`config.mk`:
```
export PLATFORM = sky130hd
export DESIGN_NAME = dpsw_ctrl
export DESIGN_NICKNAME = d
export VERILOG_FILES = /design/src/rtl/dpsw_pkg.sv /design/src/rtl/dpsw_ctrl.sv /design/src/rtl/dpsw_sync.sv
export VERILOG_INCLUDE_DIRS = /design/src /design/src/rtl
export SDC_FILE = /design/constraint.sdc
export NUM_CORES = 1
export LEC_CHECK = 0
export ABC_AREA = 1
export BUFFER_PORTS_ARGS = -buffer_cell sky130_fd_sc_hd__clkbuf_2
export CORE_UTILIZATION = 40
export CTS_CLUSTER_DIAMETER = 60
export DETAILED_ROUTE_END_ITERATION = 10
export GPL_TIMING_DRIVEN = 0
export HOLD_SLACK_MARGIN = 0.06
export PLACE_DENSITY = 0.65
export SYNTH_ARGS = -nofsm -noshare
export SYNTH_HDL_FRONTEND = slang
export SYNTH_SLANG_ARGS = --single-unit
```
`constraint.sdc`:
```
create_clock -name clk_i -period 3.85 [get_ports clk_i]
set_input_delay 0.5775 -clock clk_i [delete_from_list [all_inputs] [get_ports clk_i]]
set_output_delay 0.5775 -clock clk_i [all_outputs]
set_load 0.05 [all_outputs]
```
`src/rtl/dpsw_params.svh`:
```
// Purpose: constants of the switch control register and its serial port
// Assumes: 10 MHz core clock
// Notes:   values in one place; logic uses the names only
`ifndef DPSW_PARAMS_SVH
`define DPSW_PARAMS_SVH

`define DPSW_REG_ADDR      7'h20
`define DPSW_REG_RESET     8'h00
`define DPSW_EN_RESET      4'h0
`define DPSW_FAULT_NONE    2'h0
`define DPSW_FAULT_CFG     2'h1
`define DPSW_RSV_VALUE     2'h0
`define DPSW_EN_W          4
`define DPSW_FAULT_W       2
`define DPSW_FRAME_BITS    5'h10
`define DPSW_CMD_BITS      5'h08
`define DPSW_CMD_LAST      5'h07
`define DPSW_CNT_MAX       5'h1f
`define DPSW_BYTE_MASK     3'h0
`define DPSW_RD_FLAG       15
`define DPSW_INIT_NS       10000
`define DPSW_CLK_PERIOD_NS 100

`endif

```
`src/rtl/dpsw_pkg.sv`:
```
// Purpose: types shared by the switch control block
// Assumes: constants come from dpsw_params.svh
// Notes:   state enum is gray along init -> run
package dpsw_pkg;

  typedef enum logic [1:0] {
    DPSW_ST_INIT = 2'h0,
    DPSW_ST_RUN  = 2'h1
  } dpsw_state_t;

  typedef struct packed {
    dpsw_state_t st;
    logic [7:0]  init_cnt;
    logic [1:0]  fault;
    logic [3:0]  en;
    logic        sclk_q;
    logic        cs_b_q;
    logic [15:0] shift;
    logic [4:0]  cnt;
    logic [7:0]  rdsh;
    logic        sdo;
  } dpsw_ctrl_st_t;

endpackage : dpsw_pkg

```
`src/rtl/dpsw_ctrl.sv`:
```
// Purpose: switch state control register behind a serial port, driving four switch paths
// Assumes: serial mode 0, msb first; sclk at most a quarter of clk_i; frame = command byte + data byte
// Notes:   command byte is read flag then 7-bit address; fault field is sticky until rst_b_i is asserted
// Contract
// - register at 0x20, resets to zero
// - bits 7:6 report fault, zero means none
// - bit 0 closes pole one throw A
// - bit 1 closes pole two throw A
// - bit 2 closes pole two throw B
// - bit 3 closes pole one throw B
// - frame of nine or more bits ending off a byte boundary loads its last four bits into the enables
// - failed power-up configuration sets nonzero fault
`timescale 1ns/10ps
`include "dpsw_params.svh"
module dpsw_ctrl
  import dpsw_pkg::*;
(
  input  wire logic clk_i,
  input  wire logic rst_b_i,
  input  wire logic sclk_i,
  input  wire logic cs_b_i,
  input  wire logic sdi_i,
  input  wire logic cfg_err_i,
  output logic      sdo_o,
  output logic      pole1_throw_a_o,
  output logic      pole2_throw_a_o,
  output logic      pole2_throw_b_o,
  output logic      pole1_throw_b_o
);
  localparam int INIT_CYCLES = (`DPSW_INIT_NS + `DPSW_CLK_PERIOD_NS - 1) / `DPSW_CLK_PERIOD_NS;
  localparam logic [7:0] INIT_LAST = 8'(INIT_CYCLES - 1);

  dpsw_ctrl_st_t s;
  dpsw_ctrl_st_t next_s;
  logic [3:0]    pins_s;
  logic          sclk_s;
  logic          cs_b_s;
  logic          sdi_s;
  logic          cfg_err_s;
  logic          sclk_rise;
  logic          sclk_fall;
  logic          cs_fall;
  logic          cs_rise;
  logic          in_frame;
  logic          run;
  logic [7:0]    cmd_byte;
  logic          short_end;
  logic          write_end;

  // register image as seen by a read
  function automatic logic [7:0] reg_image(input logic [1:0] fault, input logic [3:0] en);
    reg_image = {fault, `DPSW_RSV_VALUE, en};
  endfunction : reg_image

  dpsw_sync #(
    .W (4)
  ) u_sync (
    .clk_i   (clk_i),
    .rst_b_i (rst_b_i),
    .d_i     ({sclk_i, cs_b_i, sdi_i, cfg_err_i}),
    .q_o     (pins_s)
  );

  assign sclk_s    = pins_s[3];
  assign cs_b_s    = pins_s[2];
  assign sdi_s     = pins_s[1];
  assign cfg_err_s = pins_s[0];
  assign run       = (s.st == DPSW_ST_RUN);
  assign in_frame  = run && !cs_b_s && !s.cs_b_q;
  assign sclk_rise = in_frame && sclk_s && !s.sclk_q;
  assign sclk_fall = in_frame && !sclk_s && s.sclk_q;
  assign cs_fall   = run && !cs_b_s && s.cs_b_q;
  assign cs_rise   = run && cs_b_s && !s.cs_b_q;
  assign cmd_byte  = {s.shift[6:0], sdi_s};
  // frame ends off a byte boundary: last four bits go to the enable field
  assign short_end = cs_rise && (s.cnt >= `DPSW_CMD_BITS) && (s.cnt[2:0] != `DPSW_BYTE_MASK);
  assign write_end = cs_rise && (s.cnt == `DPSW_FRAME_BITS) && !s.shift[`DPSW_RD_FLAG]
                     && (s.shift[14:8] == `DPSW_REG_ADDR);

  always_comb begin
    next_s        = s;
    next_s.sclk_q = sclk_s;
    next_s.cs_b_q = cs_b_s;
    case (s.st)
      DPSW_ST_INIT: begin
        // power-up configuration window; the serial port is deaf here
        if (cfg_err_s) begin
          next_s.fault = `DPSW_FAULT_CFG;
        end
        if (s.init_cnt == INIT_LAST) begin
          next_s.st = DPSW_ST_RUN;
        end else begin
          next_s.init_cnt = s.init_cnt + 8'h01;
        end
      end
      DPSW_ST_RUN: begin
        if (cs_fall) begin
          next_s.cnt  = '0;
          next_s.rdsh = '0;
          next_s.sdo  = 1'b0;
        end
        if (sclk_rise) begin
          next_s.shift = {s.shift[14:0], sdi_s};
          if (s.cnt != `DPSW_CNT_MAX) begin
            next_s.cnt = s.cnt + 5'h01;
          end
          if ((s.cnt == `DPSW_CMD_LAST) && cmd_byte[7] && (cmd_byte[6:0] == `DPSW_REG_ADDR)) begin
            next_s.rdsh = reg_image(s.fault, s.en);
          end
        end
        if (sclk_fall && (s.cnt >= `DPSW_CMD_BITS) && (s.cnt < `DPSW_FRAME_BITS)) begin
          next_s.sdo  = s.rdsh[7];
          next_s.rdsh = {s.rdsh[6:0], 1'b0};
        end
        if (cs_rise) begin
          next_s.sdo = 1'b0;
        end
        // only the enable field is taken; fault and reserved bits are not writable
        if (short_end || write_end) begin
          next_s.en = s.shift[3:0];
        end
      end
      default: begin
        next_s.st = DPSW_ST_INIT;
      end
    endcase
  end

  always_ff @(posedge clk_i or negedge rst_b_i) begin
    if (!rst_b_i) begin
      s <= '0;
    end else begin
      s <= next_s;
    end
  end

  assign sdo_o           = s.sdo;
  assign pole1_throw_a_o = s.en[0];
  assign pole2_throw_a_o = s.en[1];
  assign pole2_throw_b_o = s.en[2];
  assign pole1_throw_b_o = s.en[3];
endmodule : dpsw_ctrl

```
`src/rtl/dpsw_sync.sv`:
```
// Purpose: two-flop synchroniser for pin inputs
// Assumes: inputs are asynchronous to clk_i
// Notes:   first stage feeds only the second stage
`timescale 1ns/10ps
module dpsw_sync #(
  parameter int W = 4
) (
  input  wire logic         clk_i,
  input  wire logic         rst_b_i,
  input  wire logic [W-1:0] d_i,
  output logic      [W-1:0] q_o
);
  typedef struct packed {
    logic [W-1:0] s1;
    logic [W-1:0] s2;
  } dpsw_sync_st_t;

  dpsw_sync_st_t s;
  dpsw_sync_st_t next_s;

  always_comb begin
    next_s    = s;
    next_s.s1 = d_i;
    next_s.s2 = s.s1;
  end

  always_ff @(posedge clk_i or negedge rst_b_i) begin
    if (!rst_b_i) begin
      s <= '0;
    end else begin
      s <= next_s;
    end
  end

  assign q_o = s.s2;
endmodule : dpsw_sync

```
==> qor_table.md <==
| Result | Reported | Unit |
| --- | --- | --- |
| Worst max-slew margin expressed relative to the limit | 60.8 | % |
| WP data required | 3.27 | ns |
| Most common cell after layout, fill and taps aside | sky130_fd_sc_hd__nand2_1 | - |
| Mean post-synth cell area | 8.94 | µm² |
| Detailed Place HPWL | 2830 | µm |
| Floorplan Core Area | 5640 | µm² |
| Number of clock buffers inserted by TritonCTS | 5 | - |
| Antenna Nets Post-Route | 0 | - |
| Overall global routing resource usage | 15.2 | % |
| Worst path depth | 1 | - |
| Endpoint of the worst-slack reg-to-reg timing path | s[12] | - |
| Largest area contributor in the synthesized netlist | sky130_fd_sc_hd__dfrtp_1 | - |
| Leakage power figure | 1.38 | nW |
| Clock transition at path regs | 0.09 | ns |
| Layout cells sized above 1 | 12.2 | % |
| Highest clock frequency the design can meet | 0.641 | GHz |
| Chip Width | 79.5 | µm |
| Longest individual stage delay on the worst path | 0.39 | ns |
| Number of nets in the final layout | 297 | - |
| Htree depth | 2 | - |
| Die Span Y | 79.5 | µm |
| Worst-Margin Slew | 0.588 | ns |
| Final total negative setup slack | 0 | ns |
| Total congestion overflow | 0 | - |
| Path class of the lowest-slack min-delay path | input pin to asynchronous set/reset pin | - |
| Number of max-cap violations | 0 | - |
| Total of flip-flops plus latches after synthesis | 54 | - |
| Fillers | 547 | - |
| Netlist cell types | 23 | - |
| First-pass DRT Iterations | 5 | - |
| Family with the most delay on the worst path | flip-flops | - |
| R2r startpoint | s[10] | - |
| Final non-filler cell area | 2660 | µm² |
| Number of hold-repair buffers added at the cts stage | 0 | - |
| Number of warnings reported in the yosys synthesis log | 0 | - |
| Total power after layout | 0.912 | mW |
| Post-synth design cell area | 2400 | µm² |
| GR Layer Usage met3 | 3.31 | % |
| Final-report max-slew violation count | 0 | - |
| Clock latency on the worst-skew pair | 0.31 | ns |
| Layout Cells excl Fill | 360 | - |
| Flop-to-flop setup slack | 2.34 | ns |
| Root buf cell | sky130_fd_sc_hd__clkbuf_8 | - |
| Data arrival, critical path | 0.98 | ns |
| Final hold viol count | 0 | - |
| Crit path cell chain | clkbuf_2 | - |
| Placed inst area | 2540 | µm² |
| Signed area change from the synthesized netlist to the final layout | 10.5 | % |
| Worst Reg-to-Reg Cells | 8 | - |
| Crit end category | output port | - |
| Sequential-to-total area share from yosys stat | 56.2 | % |
| Total inserted antenna cells | 0 | - |
| Most crowded layer after global routing | met2 | - |
| Final critical delay including setup and external delays | 1.56 | ns |
| Number of buffers on the longest clock path | 2 | - |
| TritonCTS clock tree | built | - |
| Post-route DRC | 0 | - |
| Post-CTS setup buffer count | 0 | - |
| IR Drop Worst-Case VDD | 0.221 | mV |
| Worst path buffer plus inverter count | 1 | - |
| Crit path launch type | flop | - |
| Met1 layer usage reported by global route | 20.8 | % |
| Port Buf Inserts | 10 | - |
| Run status | complete, no violations | - |
| Power Density | 343 | nW/µm² |
| Total setup violations reported at the end of the flow | 0 | - |
| Critical Setup Path Class | flop to output port | - |
| Number of clock sinks | 54 | - |
| Final RePlAce weighted congestion | 0.803 | - |
| Slowest stage cell on the critical path | sky130_fd_sc_hd__dfrtp_1 | - |
| Initial DRC Count | 69 | - |
| Met2 Resource Use GR | 22.8 | % |
| Count of cells resized by post-cts repair | 0 | - |
| Main area contributors after synthesis | sky130_fd_sc_hd__dfrtp_1 (56%), sky130_fd_sc_hd__nand2_1 (14%), sky130_fd_sc_hd__inv_1 (5.3%), sky130_fd_sc_hd__o21ai_0 (4.0%), sky130_fd_sc_hd__nand4_1 (3.1%) | - |
| Pin count of the biggest net entering global routing | 55 | - |
| Cell row count | 27 | - |
| Final period util | 40.5 | % |
| Routed WL | 4120 | µm |
| Max FO, Critical Path | 3 | - |
| Share of the synthesized area in the top cell type | 56.2 | % |
| First-pass GRT wire length | 7520 | µm |
| Worst clock skew on the final layout | 0.0121 | ns |
| Most used cells in the layout excluding fill and tap cells | sky130_fd_sc_hd__nand2_1 (91), sky130_fd_sc_hd__dfrtp_1 (54), sky130_fd_sc_hd__inv_1 (34) | - |
| Number of global-route vias before repair | 1,662 | - |
| Routed vias/inst | 4.78 | - |
| Drt wl/cell | 11.4 | µm |
| Die ar. | 6330 | µm² |
| Synth Net Count | 279 | - |
| Initial standard-cell utilization of the core | 42.6 | % |
| Total vias in the final route | 1,722 | - |
| Number of cells after detailed placement | 351 | - |
| Gate Count Post-Synth | 269 | - |
| Number of I/O pins | 11 | - |
| RSZ-0062 raised after global routing | no | - |
| Initial antenna violation count | 0 | - |
registers in the layout (all words and copies together) (netlist names):
name	flops
s	34
cmd_byte	7
u_sync.next_s	4
u_sync.q_o	4
pole1_throw_a_o	1
pole1_throw_b_o	1
pole2_throw_a_o	1
pole2_throw_b_o	1
sdo_o	1
Yosys cell counts:
cell and instances:
sky130_fd_sc_hd__buf_6 1, sky130_fd_sc_hd__nand2_4 1, sky130_fd_sc_hd__o21bai_1 1, sky130_fd_sc_hd__xor2_1 4, sky130_fd_sc_hd__nand2_1 91, sky130_fd_sc_hd__a21oi_1 3, sky130_fd_sc_hd__o21ai_2 4, sky130_fd_sc_hd__dfrtp_1 54
sky130_fd_sc_hd__o21ai_4 1, sky130_fd_sc_hd__inv_2 2, sky130_fd_sc_hd__nor2_1 11, sky130_fd_sc_hd__nand4_1 12, sky130_fd_sc_hd__inv_1 34, sky130_fd_sc_hd__nor2_4 1, sky130_fd_sc_hd__buf_4 2, sky130_fd_sc_hd__nand3_1 14
sky130_fd_sc_hd__ha_1 4, sky130_fd_sc_hd__o21ai_0 19, sky130_fd_sc_hd__buf_2 2, sky130_fd_sc_hd__nand3_4 2, sky130_fd_sc_hd__nor3_1 3, sky130_fd_sc_hd__clkinv_1 2, sky130_fd_sc_hd__nor2_8 1
area by class of cell:
type | instances | area [µm²] | area share (%)
Sequential cell | 54 | 1350 | 50.9
Multi-Input combinational cell | 172 | 875 | 32.9
Inverter | 38 | 143 | 5.37
Tap cell | 72 | 90.1 | 3.39
Clock buffer | 7 | 86.3 | 3.25
Timing Repair Buffer | 11 | 70.1 | 2.64
Buffer | 5 | 36.3 | 1.37
Clock inverter | 1 | 5.00 | 0.188
how the worst max path moves through the flow:
| stage | from | endpoint | slack [ns] |
|---|---|---|---|
| floorplan | s[9] | s[12] | 2.50 |
| detailed placement | rst_b_i | s[9] | 2.07 |
| global route | s[9] | s[11] | 2.22 |
| global placement | rst_b_i | u_sync.q_o[3] | 2.05 |
| CTS | pole2_throw_a_o | pole2_throw_a_o | 2.28 |
| finish | pole2_throw_a_o | pole2_throw_a_o | 2.29 |
cell families (layout without fill, tap and decap cells):
| logic type | after synthesis | in the layout | synth area share, % |
|---|---|---|---|
| AOI/OAI and AO/OA | 28 | 28 | 7.02 |
| buffers and inverters | 43 | 62 | 7.44 |
| xor gates and xnor gates | 4 | 4 | 1.46 |
| adders and majority gates | 4 | 4 | 2.08 |
| DFF | 54 | 54 | 56.2 |
| and+or+nand+nor | 136 | 136 | 25.8 |
stage by stage:
step,setup slack [ns],util [%],hold slack [ns]
after detailed placement,2.07,45.1,0.337
after floorplan,2.50,-,0.282
after global placement,2.05,45.1,0.334
after global routing,2.22,47.1,0.305
after CTS,2.28,46.7,0.360
final,2.29,47.1,0.266
power by group:
part / internal (mW) / switching [mW] / total [mW]
Combinational: 0.00472 / 0.0138 / 0.0185
Clock: 0.145 / 0.174 / 0.320
Sequential: 0.572 / 0.00216 / 0.574
Total: 0.722 / 0.190 / 0.912
per-layer routing:
layer	routed length (µm)	part of all wire [%]
met4	74	1.8
met2	1860	45
met5	0	0
met1	2040	49
met3	146	3.5
No activity file was read; power rests on OpenSTA's default activity.
